[src/hdl/uepc_pkg.sv]
// constants and types for the IN endpoint and endpoint 0 control block
package uepc_pkg;
	localparam int ADDR_W = 18;
	localparam logic [15:0] IDX_SEL = 16'hDE0E;
	localparam logic [15:0] IDX_MAXP = 16'hDE10;
	localparam logic [15:0] IDX_CS = 16'hDE11;
	localparam logic [15:0] IDX_CTLH = 16'hDE12;
	localparam int B0_CLR_END = 7;
	localparam int B0_CLR_RX = 6;
	localparam int B0_STALL = 5;
	localparam int B0_PEND = 4;
	localparam int B0_DEND = 3;
	localparam int B0_SENT = 2;
	localparam int B0_TXRDY = 1;
	localparam int B0_RXRDY = 0;
	localparam int BI_TOG = 6;
	localparam int BI_SENT = 5;
	localparam int BI_STALL = 4;
	localparam int BI_FLUSH = 3;
	localparam int BI_UNDER = 2;
	localparam int BI_PRESENT = 1;
	localparam int BI_TXRDY = 0;
	localparam int BH_ISO = 6;
	localparam logic [7:0] RST_MAXP = 8'h00;
	localparam logic [3:0] RST_INDEX = 4'h0;
	localparam logic [1:0] PKT_MAX = 2'h2;
	localparam logic [2:0] EP_LAST = 3'h5;
	typedef enum logic [1:0] {
		UEPC_HS_DATA = 2'b00,
		UEPC_HS_NAK = 2'b01,
		UEPC_HS_STALL = 2'b10,
		UEPC_HS_ZLP = 2'b11
	} uepc_hs_t;
	typedef struct packed {
		logic in_tok;
		logic ack;
		logic load;
		logic setup_end;
		logic rx_pkt;
		logic [2:0] ep;
	} uepc_ev_t;
	typedef struct packed {
		logic valid;
		uepc_hs_t kind;
		logic toggle;
		logic [2:0] ep;
	} uepc_rsp_t;
endpackage : uepc_pkg

[src/hdl/uepc_top.sv]
// endpoint 0 and IN endpoint 1-5 control/status with APB register access
`timescale 1ns/1ps
module uepc_top (
	input wire logic CLK,
	input wire logic RESETN,
	input wire logic PSEL,
	input wire logic PENABLE,
	input wire logic PWRITE,
	input wire logic [uepc_pkg::ADDR_W-1:0] PADDR,
	input wire logic [31:0] PWDATA,
	output logic PREADY,
	output logic [31:0] PRDATA,
	output logic PSLVERR,
	input wire uepc_pkg::uepc_ev_t USB_EV,
	output uepc_pkg::uepc_rsp_t USB_RSP,
	output logic [5:0] INT_REQ,
	output logic [5:0] FIFO_FLUSH,
	output logic [5:1] PKT_DROP
);
	logic rst_meta_r;
	logic rst_n;
	logic pready_r;
	logic pslverr_r;
	logic [7:0] prdata_r;
	logic [3:0] index_r;
	logic [7:0] maxp_r [1:5];
	logic [5:1] iso_r;
	logic [5:1] tog_r;
	logic [5:1] sent_stall_r;
	logic [5:1] send_stall_r;
	logic [5:1] under_r;
	logic [5:1] tx_rdy_r;
	logic [1:0] pkt_cnt_r [1:5];
	logic setup_end_r;
	logic rx_rdy0_r;
	logic send_stall0_r;
	logic sent_stall0_r;
	logic data_end_r;
	logic tx_rdy0_r;
	uepc_pkg::uepc_rsp_t rsp_r;
	uepc_pkg::uepc_rsp_t rsp_nxt;
	logic [5:0] int_r;
	logic [5:0] flush_r;
	logic [5:1] drop_r;
	logic [15:0] widx;
	logic hit_sel;
	logic hit_max;
	logic hit_cs;
	logic hit_ctlh;
	logic mapped;
	logic commit;
	logic wr_sel;
	logic wr_max;
	logic wr_cs;
	logic wr_ctlh;
	logic [2:0] sel;
	logic sel_ep0;
	logic in_sel;
	logic [7:0] wd;
	logic [7:0] rd_val;
	logic ev_in;
	logic ev0_tok;
	logic ev0_ack;
	logic ev0_rx;
	logic ev0_stall;
	logic [5:1] wr_in;
	logic [5:1] in_hit;
	logic [5:1] ack_hit;
	logic [5:1] load_hit;
	logic [5:1] stall_eff;
	logic [5:1] stall_snd;
	logic [5:1] empty_hit;
	logic [5:1] flush_one;

	// reset asserts asynchronously, releases synchronously
	always_ff @(posedge CLK or negedge RESETN) begin
		if (!RESETN) begin
			rst_meta_r <= 1'b0;
			rst_n <= 1'b0;
		end else begin
			rst_meta_r <= 1'b1;
			rst_n <= rst_meta_r;
		end
	end

	assign widx = PADDR[uepc_pkg::ADDR_W-1:2];
	assign hit_sel = (widx == uepc_pkg::IDX_SEL);
	assign hit_max = (widx == uepc_pkg::IDX_MAXP);
	assign hit_cs = (widx == uepc_pkg::IDX_CS);
	assign hit_ctlh = (widx == uepc_pkg::IDX_CTLH);
	assign mapped = (PADDR[1:0] == 2'h0) && (hit_sel || hit_max || hit_cs || hit_ctlh);
	// writes land on the edge where the master sees PREADY high
	assign commit = PSEL && PENABLE && pready_r && PWRITE && mapped;
	assign wr_sel = commit && hit_sel;
	assign wr_max = commit && hit_max;
	assign wr_cs = commit && hit_cs;
	assign wr_ctlh = commit && hit_ctlh;
	assign wd = PWDATA[7:0];
	assign sel = index_r[2:0];
	assign sel_ep0 = (index_r == 4'h0);
	assign in_sel = (index_r != 4'h0) && (index_r <= {1'b0, uepc_pkg::EP_LAST});

	assign ev_in = (USB_EV.ep != 3'h0) && (USB_EV.ep <= uepc_pkg::EP_LAST);
	assign ev0_tok = USB_EV.in_tok && (USB_EV.ep == 3'h0);
	assign ev0_ack = USB_EV.ack && (USB_EV.ep == 3'h0);
	assign ev0_rx = USB_EV.rx_pkt && (USB_EV.ep == 3'h0);
	assign ev0_stall = ev0_tok && send_stall0_r;

	always_comb begin
		for (int e = 1; e <= 5; e++) begin
			wr_in[e] = wr_cs && (index_r == 4'(e));
			in_hit[e] = USB_EV.in_tok && (USB_EV.ep == 3'(e));
			ack_hit[e] = USB_EV.ack && (USB_EV.ep == 3'(e));
			load_hit[e] = USB_EV.load && (USB_EV.ep == 3'(e));
			stall_eff[e] = send_stall_r[e] && !iso_r[e];
			stall_snd[e] = in_hit[e] && stall_eff[e];
			empty_hit[e] = in_hit[e] && !stall_eff[e] && !tx_rdy_r[e];
			flush_one[e] = wr_in[e] && wd[uepc_pkg::BI_FLUSH];
		end
	end

	// APB slave: one wait state, PSLVERR on unmapped or misaligned
	always_ff @(posedge CLK or negedge rst_n) begin
		if (!rst_n) begin
			pready_r <= 1'b0;
			pslverr_r <= 1'b0;
			prdata_r <= 8'h00;
		end else begin
			pready_r <= PSEL && PENABLE && !pready_r;
			pslverr_r <= PSEL && PENABLE && !pready_r && !mapped;
			if (PSEL && PENABLE && !pready_r) begin
				prdata_r <= PWRITE ? 8'h00 : rd_val;
			end
		end
	end

	always_comb begin
		rd_val = 8'h00;
		if (hit_sel) begin
			rd_val = {4'h0, index_r};
		end else if (hit_max && in_sel) begin
			rd_val = maxp_r[sel];
		end else if (hit_ctlh && in_sel) begin
			rd_val[uepc_pkg::BH_ISO] = iso_r[sel];
		end else if (hit_cs && sel_ep0) begin
			rd_val[uepc_pkg::B0_STALL] = send_stall0_r;
			rd_val[uepc_pkg::B0_PEND] = setup_end_r;
			rd_val[uepc_pkg::B0_DEND] = data_end_r;
			rd_val[uepc_pkg::B0_SENT] = sent_stall0_r;
			rd_val[uepc_pkg::B0_TXRDY] = tx_rdy0_r;
			rd_val[uepc_pkg::B0_RXRDY] = rx_rdy0_r;
		end else if (hit_cs && in_sel) begin
			// bit 7 stays zero
			rd_val[uepc_pkg::BI_SENT] = sent_stall_r[sel];
			rd_val[uepc_pkg::BI_STALL] = send_stall_r[sel];
			rd_val[uepc_pkg::BI_UNDER] = under_r[sel];
			rd_val[uepc_pkg::BI_PRESENT] = (pkt_cnt_r[sel] != 2'h0);
			rd_val[uepc_pkg::BI_TXRDY] = tx_rdy_r[sel];
		end
	end

	// index and per-endpoint configuration
	always_ff @(posedge CLK or negedge rst_n) begin
		if (!rst_n) begin
			index_r <= uepc_pkg::RST_INDEX;
			iso_r <= '0;
			for (int e = 1; e <= 5; e++) begin
				maxp_r[e] <= uepc_pkg::RST_MAXP;
			end
		end else begin
			if (wr_sel) begin
				index_r <= wd[3:0];
			end
			for (int e = 1; e <= 5; e++) begin
				if (wr_max && (index_r == 4'(e))) begin
					maxp_r[e] <= wd;
				end
				if (wr_ctlh && (index_r == 4'(e))) begin
					iso_r[e] <= wd[uepc_pkg::BH_ISO];
				end
			end
		end
	end

	// endpoint 0 handshake flags; hardware sets win over firmware clears
	always_ff @(posedge CLK or negedge rst_n) begin
		if (!rst_n) begin
			setup_end_r <= 1'b0;
			rx_rdy0_r <= 1'b0;
			send_stall0_r <= 1'b0;
			sent_stall0_r <= 1'b0;
			data_end_r <= 1'b0;
			tx_rdy0_r <= 1'b0;
		end else begin
			if (wr_cs && sel_ep0 && wd[uepc_pkg::B0_CLR_END]) begin
				setup_end_r <= 1'b0;
			end
			if (USB_EV.setup_end) begin
				setup_end_r <= 1'b1;
			end
			if (wr_cs && sel_ep0 && wd[uepc_pkg::B0_CLR_RX]) begin
				rx_rdy0_r <= 1'b0;
			end
			if (ev0_rx) begin
				rx_rdy0_r <= 1'b1;
			end
			if (ev0_stall) begin
				send_stall0_r <= 1'b0;
			end
			if (wr_cs && sel_ep0 && wd[uepc_pkg::B0_STALL]) begin
				send_stall0_r <= 1'b1;
			end
			if (wr_cs && sel_ep0 && !wd[uepc_pkg::B0_SENT]) begin
				sent_stall0_r <= 1'b0;
			end
			if (ev0_stall) begin
				sent_stall0_r <= 1'b1;
			end
			// data end is consumed by the acknowledged last packet or an aborted transfer
			if (ev0_ack || USB_EV.setup_end) begin
				data_end_r <= 1'b0;
			end
			if (wr_cs && sel_ep0 && wd[uepc_pkg::B0_DEND]) begin
				data_end_r <= 1'b1;
			end
			if (ev0_ack || USB_EV.setup_end) begin
				tx_rdy0_r <= 1'b0;
			end
			if (wr_cs && sel_ep0 && wd[uepc_pkg::B0_TXRDY]) begin
				tx_rdy0_r <= 1'b1;
			end
		end
	end

	// IN endpoint 1-5 flags, toggle and packet occupancy
	always_ff @(posedge CLK or negedge rst_n) begin
		if (!rst_n) begin
			tog_r <= '0;
			sent_stall_r <= '0;
			send_stall_r <= '0;
			under_r <= '0;
			tx_rdy_r <= '0;
			for (int e = 1; e <= 5; e++) begin
				pkt_cnt_r[e] <= 2'h0;
			end
		end else begin
			for (int e = 1; e <= 5; e++) begin
				if (wr_in[e] && wd[uepc_pkg::BI_TOG]) begin
					tog_r[e] <= 1'b0;
				end else if (ack_hit[e]) begin
					tog_r[e] <= ~tog_r[e];
				end
				if (wr_in[e]) begin
					send_stall_r[e] <= wd[uepc_pkg::BI_STALL];
				end
				if (wr_in[e] && !wd[uepc_pkg::BI_SENT]) begin
					sent_stall_r[e] <= 1'b0;
				end
				if (stall_snd[e]) begin
					sent_stall_r[e] <= 1'b1;
				end
				if (wr_in[e] && !wd[uepc_pkg::BI_UNDER]) begin
					under_r[e] <= 1'b0;
				end
				if (empty_hit[e]) begin
					under_r[e] <= 1'b1;
				end
				// a fresh ready from firmware outlives the ack of the previous packet
				if (ack_hit[e] || stall_snd[e] || flush_one[e]) begin
					tx_rdy_r[e] <= 1'b0;
				end
				if (wr_in[e] && wd[uepc_pkg::BI_TXRDY] && !wd[uepc_pkg::BI_FLUSH]) begin
					tx_rdy_r[e] <= 1'b1;
				end
				if (stall_snd[e]) begin
					pkt_cnt_r[e] <= 2'h0;
				end else begin
					pkt_cnt_r[e] <= 2'(pkt_cnt_r[e]
						+ {1'b0, load_hit[e] && (pkt_cnt_r[e] != uepc_pkg::PKT_MAX)}
						- {1'b0, (ack_hit[e] || flush_one[e]) && (pkt_cnt_r[e] != 2'h0)});
				end
			end
		end
	end

	// handshake choice for each IN token
	always_comb begin
		rsp_nxt.valid = USB_EV.in_tok && (ev_in || USB_EV.ep == 3'h0);
		rsp_nxt.ep = USB_EV.ep;
		rsp_nxt.toggle = 1'b0;
		rsp_nxt.kind = uepc_pkg::UEPC_HS_NAK;
		if (USB_EV.ep == 3'h0) begin
			if (send_stall0_r) begin
				rsp_nxt.kind = uepc_pkg::UEPC_HS_STALL;
			end else if (tx_rdy0_r) begin
				rsp_nxt.kind = uepc_pkg::UEPC_HS_DATA;
			end
		end else if (ev_in) begin
			rsp_nxt.toggle = tog_r[USB_EV.ep];
			if (stall_eff[USB_EV.ep]) begin
				rsp_nxt.kind = uepc_pkg::UEPC_HS_STALL;
			end else if (tx_rdy_r[USB_EV.ep]) begin
				rsp_nxt.kind = uepc_pkg::UEPC_HS_DATA;
			end else if (iso_r[USB_EV.ep]) begin
				rsp_nxt.kind = uepc_pkg::UEPC_HS_ZLP;
			end
		end
	end

	// registered event outputs; interrupt masking lives outside this block
	always_ff @(posedge CLK or negedge rst_n) begin
		if (!rst_n) begin
			rsp_r <= '0;
			int_r <= 6'h00;
			flush_r <= 6'h00;
			drop_r <= 5'h00;
		end else begin
			rsp_r <= rsp_nxt;
			int_r[0] <= USB_EV.setup_end || ev0_stall || ev0_ack || ev0_rx;
			int_r[5:1] <= ack_hit | stall_snd;
			flush_r <= {stall_snd, USB_EV.setup_end};
			drop_r <= flush_one;
		end
	end

	assign PREADY = pready_r;
	assign PSLVERR = pslverr_r;
	assign PRDATA = {24'h000000, prdata_r};
	assign USB_RSP = rsp_r;
	assign INT_REQ = int_r;
	assign FIFO_FLUSH = flush_r;
	assign PKT_DROP = drop_r;
endmodule : uepc_top

[config.mk]
export PLATFORM = sky130hd
export DESIGN_NAME = uepc_top
export DESIGN_NICKNAME = d
export VERILOG_FILES = /design/src/hdl/uepc_pkg.sv /design/src/hdl/uepc_top.sv
export SDC_FILE = /design/constraint.sdc
export NUM_CORES = 1
export LEC_CHECK = 0
export BUFFER_PORTS_ARGS = -buffer_cell sky130_fd_sc_hd__buf_2
export CAP_MARGIN = 30
export CORE_MARGIN = 2
export CORE_UTILIZATION = 41
export DETAILED_ROUTE_END_ITERATION = 10
export GPL_ROUTABILITY_DRIVEN = 0
export HOLD_SLACK_MARGIN = 0.02
export PLACE_DENSITY = 0.64
export SETUP_SLACK_MARGIN = 0.15
export SYNTH_ARGS = -nofsm -noshare
export SYNTH_HDL_FRONTEND = slang
export SYNTH_SLANG_ARGS = --single-unit
[constraint.sdc]
create_clock -name CLK -period 3.8 [get_ports CLK]
set_clock_uncertainty 0.2 [all_clocks]
set_input_delay 0.38 -clock CLK [delete_from_list [all_inputs] [get_ports CLK]]
set_output_delay 0.38 -clock CLK [all_outputs]
set_load 0.02 [all_outputs]
# Word-level counts from Yosys, hierarchy flattened

Cells that the tools add are included.

$add $sub $neg: 10
Multipliers: 0
Div/mod/pow operators: 0
Magnitude comparators: 5
Equality and inequality tests: 19
Shifts and indexed selects: 0
Multiplexer cells: 99
Bitwise operators: 7
Reductions and logical operators: 199

Operators by type and width:

| operator               | number |
|---|---|
| $logic_and A1 B1 Y1    | 119 |
| $mux W1                | 65 |
| $eq A16 B16 Y1 const B | 4 |
| $reduce_bool A2 Y1     | 32 |
| $mux W8                | 4 |
| $mux W2                | 14 |
| $bmux W1 S3            | 9 |
| $bmux W8 S3            | 1 |
| $logic_or A1 B1 Y1     | 23 |
| $logic_not A1 Y1       | 20 |
| $add A2 B1 Y2          | 5 |
| $ne A2 B2 Y1 const B   | 5 |
| $sub A2 B1 Y2          | 5 |
| $mux W3                | 3 |
| $eq A4 B2 Y1 const B   | 2 |
| $eq A4 B3 Y1 const B   | 2 |
| $lt A3 B4 Y1 const B   | 2 |
| $mux W7                | 1 |
| $bmux W2 S3            | 1 |
| $eq A3 B2 Y1 const B   | 2 |
| $eq A3 B3 Y1 const B   | 2 |
| $mux W6                | 1 |
| $not A1 Y1             | 5 |
| $or A5 B5 Y5           | 1 |
| other kinds (11)       | 11 |

Register bits after elaboration: 126
Latch bits: 0
RAM bits: 0
ROM bits: 0
Input port bits: 63
Word-level logic and storage cells: 398
Memories kept: 0

# Longest topological paths before layout

Depth after elaboration: 13
Mapped depth: 14
Depth with buffers taken out: 11

# Worst setup path before layout

No wires, ideal clock.

Path type: reg2reg
From: reg pready_r, in the netlist PREADY
To: reg pkt_cnt_r[1] (netlist name)
Library setup time: 0.119 ns
Arrival time: 2.577 ns
Required time: 3.481 ns
Path slack: 0.904 ns
Cell stages (with the launch flop): 14
Path buffers: 2
Path through: dfrtp_1 -> nand2_1 -> or4_4 -> buf_6 -> nor3_2 -> buf_2 -> nand3_1 -> a21oi_1 -> ha_1 -> inv_1 -> ha_1 -> xor2_1 -> xnor2_1 -> nor2_1

Word-level cells in the longest chain between the ends: 10

Ends and longest elaborated chain:

| element                          | RTL line        | text |
|---|---|---|
| start, declared                  | uepc_top.sv:22  | `logic pready_r;` |
| start signal, assigned           | uepc_top.sv:129 | `pready_r <= PSEL && PENABLE && !pready_r;` |
| $logic_and A1 B1 Y1 (3 in a row) | uepc_top.sv:93  | `assign commit = PSEL && PENABLE && pready_r && PWRITE && mapped;` |
| $logic_and A1 B1 Y1              | uepc_top.sv:96  | `assign wr_cs = commit && hit_cs;` |
| $logic_and A1 B1 Y1              | uepc_top.sv:111 | `wr_in[e] = wr_cs && (index_r == 4'(e));` |
| $logic_and A1 B1 Y1              | uepc_top.sv:118 | `flush_one[e] = wr_in[e] && wd[uepc_pkg::BI_FLUSH];` |
| $logic_or A1 B1 Y1               | uepc_top.sv:280 | `- {1'b0, (ack_hit[e] \|\| flush_one[e]) && (pkt_cnt_r[e] != 2'h0)});` |
| $logic_and A1 B1 Y1              | uepc_top.sv:280 |  |
| $sub A2 B1 Y2                    | uepc_top.sv:280 |  |
| $mux W2                          | uepc_top.sv:275 | `if (stall_snd[e]) begin` |
| end signal, assigned by index    | uepc_top.sv:278 | `pkt_cnt_r[e] <= 2'(pkt_cnt_r[e]` |
| end, declared                    | uepc_top.sv:33  | `logic [1:0] pkt_cnt_r [1:5];` |

No other way between the ends.
A chain may end at the register's enable or synchronous reset.

# Final worst setup path

From: in PADDR[0] (netlist name)
To: reg pkt_cnt_r[1] (netlist name)

Word-level cells in the longest chain between the ends: 10

Ends and longest elaborated chain:

| element             | RTL line        | text |
|---|---|---|
| start, declared     | uepc_top.sv:9   | `input wire logic [uepc_pkg::ADDR_W-1:0] PADDR,` |
| $logic_not A2 Y1    | uepc_top.sv:91  | `assign mapped = (PADDR[1:0] == 2'h0) && (hit_sel \|\| hit_max \|\| hit_cs \|\| hit_ctlh);` |
| $logic_and A1 B1 Y1 | uepc_top.sv:91  |  |
| $logic_and A1 B1 Y1 | uepc_top.sv:93  |  |
| $logic_and A1 B1 Y1 | uepc_top.sv:96  |  |
| $logic_and A1 B1 Y1 | uepc_top.sv:111 |  |
| $logic_and A1 B1 Y1 | uepc_top.sv:118 |  |
| $logic_or A1 B1 Y1  | uepc_top.sv:280 |  |
| $logic_and A1 B1 Y1 | uepc_top.sv:280 |  |
| $sub A2 B1 Y2       | uepc_top.sv:280 |  |
| $mux W2             | uepc_top.sv:275 |  |

No other way between the ends.

==> metrics.log <==
INFO  metric area_delta_synth_final = 17.7%
INFO  metric final_hpwl_from_detailed_placement = ~12000 um
INFO  metric final-setup-viol-count = 0
INFO  metric clk_latency = 420 ps
INFO  metric core_region_area = around 16000 um2
INFO  metric clockRootBuffer = clkbuf_16
INFO  metric grt_antenna_before_repair = 0
INFO  metric period_minus_slack = about 3200 ps
INFO  metric slowest_delay = between 500 and 600 ps
INFO  metric ff_latch_area = 3160 um2
INFO  metric worst_slew_margin_rel = between 40% and 50%
INFO  metric cp_num_buf_inv = 4
INFO  metric cts_made_buffers = 17
INFO  metric detail_route.vias_per_cell = 5.41
INFO  metric number_of_hold_violations_in_the_final_report = 0
INFO  metric period_share = around 83%
INFO  metric chipWidth = around 130 um
INFO  metric multi_input_comb_area = around 3200 um2
INFO  metric routed_vias = 4915
INFO  metric num_rows = 46
INFO  metric crit_path_frequent_cell = ha_1
INFO  metric max_clock_freq = 315 MHz
INFO  metric grt_setup_unrepaired = no
INFO  metric worst-path-max-fanout = 22
INFO  metric globalRoute.totalOverflow = 0
INFO  metric fin_hold_ws = 69.6 ps
INFO  metric worst_ep_arrival_time = approximately 3300 ps
INFO  metric postSynthRegisterBits = ~130
INFO  metric worstPathCellList = dlygate4sd3_1 -> buf_2 -> or4_4 -> nor3_2 -> buf_4 -> nand3_1 -> a21oi_1 -> ha_1 -> inv_1 -> ha_1 -> xor2_1 -> xnor2_1 -> nor2_1
INFO  metric antennaDiodeCount = 0
INFO  metric number_of_buffers_added_on_ports = about 70
INFO  metric synth.avg_cell_area = around 11 um2
INFO  metric tns = 0 ps
INFO  metric post-route-drc-count = 0
INFO  metric synth_cells = 604
INFO  metric critPathTopFamily = buffers and inverters
INFO  metric max_slew.worst_pin.slew = about 900 ps
INFO  metric postRouteWirelength = ~17000 um
INFO  metric run_status = complete, no violations
INFO  metric io_pins = between 100 and 150
INFO  metric placed_cells_incl_taps = 870
INFO  metric drt_iter0_drc = between 400 and 500
INFO  metric synthDominantAreaCellType = dfrtp_1
INFO  metric tritonroute_pass_1_iters = 5
INFO  metric pwr_density_cell = ~460 nW/um2
INFO  metric start_util = 41.9%
INFO  metric yosys_most_used_dff = dfrtp_1
INFO  metric synth.cells.most_frequent = dfrtp_1 (126), nand2_1 (48), mux2_4 (40)
INFO  metric ctsHtreeMaxLevel = 4
INFO  metric worst_setup_hold_path_clk_slew = around 60 ps
INFO  metric synth_top_area_share = about 47%
INFO  metric synth.cell_area = ~6700 um2
INFO  metric hp-class = input port to async pin
INFO  metric cts_max_path_buffers = 2
INFO  metric startpoint_type = input port
INFO  metric tritoncts_clock_tree = yes
INFO  metric final_layout_size_suffix_gt1_share = between 20 and 30%
INFO  metric layout.filler_cells = 1434
INFO  metric slew_violations = 0
INFO  metric postSynth.asyncResetShare = 100%
INFO  metric synth_edf_count = 0
INFO  metric max_cap_violations = 0
INFO  metric peakVddDrop = approximately 0.00032 V
INFO  metric clock_sinks = around 130
INFO  metric endpoint_kind = flip-flop
INFO  metric netlist-cell-type-count = a little over 60
INFO  metric global_route.usage.total = between 20% and 30%
INFO  metric yosysWarnings = 0
INFO  metric dieHeight = roughly 130 um
INFO  metric required_worst_endpoint = between 3000 and 4000 ps
INFO  metric yosys.cell_count.top_type = dfrtp_1
INFO  metric sequential_fraction_of_the_synthesis_area = approximately 47%
INFO  metric cpMaxStageDelayCell = or4_4
INFO  metric finalNonFillerCells = 908
INFO  metric post-cts-setup-buffers = 0
INFO  metric ys_top_cells_by_area = dfrtp_1 (47%), mux2_4 (9.0%), mux2_2 (4.4%)
INFO  metric crit_type = input port to flip-flop
INFO  metric ant_nets = 0
INFO  metric final_util = about half
INFO  metric die_area = between 15000 and 20000 um2
INFO  metric post_drt_wl_per_cell = around 19 um
INFO  metric final_nets = between 700 and 800
INFO  metric grt_pass1_wl = between 20000 and 30000 um
INFO  metric first_global_vias = between 5000 and 6000
INFO  metric grt_max_degree = 60
INFO  metric power_leakage = 3.84 nW
## area by class of cell
class | count | area share (%)
Clock buffer | 21 | 6.00
Sequential cell | 126 | 40.3
Multi-Input combinational cell | 424 | 40.7
Inverter | 22 | 1.05
Tap cell | 216 | 3.45
Clock inverter | 10 | 2.04
Timing Repair Buffer | 89 | 6.45
## cells by family (layout without fill, tap and decap cells)
| family | count (synthesis) | after routing | share of synthesized area, % |
|---|---|---|---|
| and+or+nand+nor | 173 | 173 | 14.2 |
| DFF | 126 | 126 | 47.4 |
| AOI/OAI and AO/OA | 114 | 114 | 11.9 |
| muxes | 87 | 87 | 16.6 |
| buffers and inverters | 77 | 142 | 6.01 |
| xor gates and xnor gates | 15 | 15 | 1.97 |
| adders and majority gates | 10 | 10 | 1.88 |
| other | 2 | 25 | 0.113 |
## where the power goes
part	internal, W	switching, W	leakage (nW)
Clock	0.00114	0.000596	0.309
Combinational	0.000147	0.000222	1.87
Sequential	0.00144	0.0000824	1.66
## path summary, 6_finish.rpt
kind	slack (ps)	end	cells past startpoint	start
worst max-delay path	630	pkt_cnt_r[1]	13	PADDR[0]
worst min-delay path	70	rst_n	2	RESETN
worst max register to register	840	pkt_cnt_r[1]	12	PREADY
worst min register to register	150	rst_n	0	rst_meta_r
max in group asynchronous	2240	maxp_r[3]	1	rst_n
min in group CLK	110	setup_end_r	3	PWDATA[7]
## registers in the layout, summed over array words and instances, names as in the netlist, 6 cells and up
register / flops
INT_REQ: 6
FIFO_FLUSH: 6
maxp_r: 40
prdata_r: 8
USB_RSP: 7
pkt_cnt_r: 10
## per-layer routing
metal | global-route usage (%) | wire, um | vias to the layer above
li1 | - | - | 2278
met1 | 27.5 | 7520 | 2397
met2 | 32.3 | 7990 | 211
met3 | 4.94 | 1160 | 29
met4 | 6.70 | 313 | 0
met5 | 0 | 0 | -
## placed cells by master, fill, tap and decap left out, types with 10 or more instances in the layout
master	synthesis	layout
nor2_1	29	29
buf_4	24	10
o21ai_0	26	26
clkbuf_16	0	17
nand2_1	48	48
inv_1	22	22
mux2_4	40	40
mux2_2	26	26
conb_1	2	25
ha_1	10	10
nor2b_1	10	10
mux2i_1	21	21
nand3_1	30	30
buf_2	5	72
dfrtp_1	126	125
a21oi_1	18	18
## through the flow
step           cell area [um2]  total power, W  setup slack, ps
6_report                  7840         0.00363              628
5_1_grt                   7840         0.00377              435
4_1_cts                   7840         0.00366              673
3_5_place_dp              7130         0.00191              572
3_3_place_gp              7130         0.00189              711
2_1_floorplan             6740         0.00180              904
## repair_timing
action	4_1_cts	5_1_grt
hold endpoints to repair	9	0
resized for setup	0	0
hold buffers	7	0
Note: power is estimated with default switching activity, not from simulation.
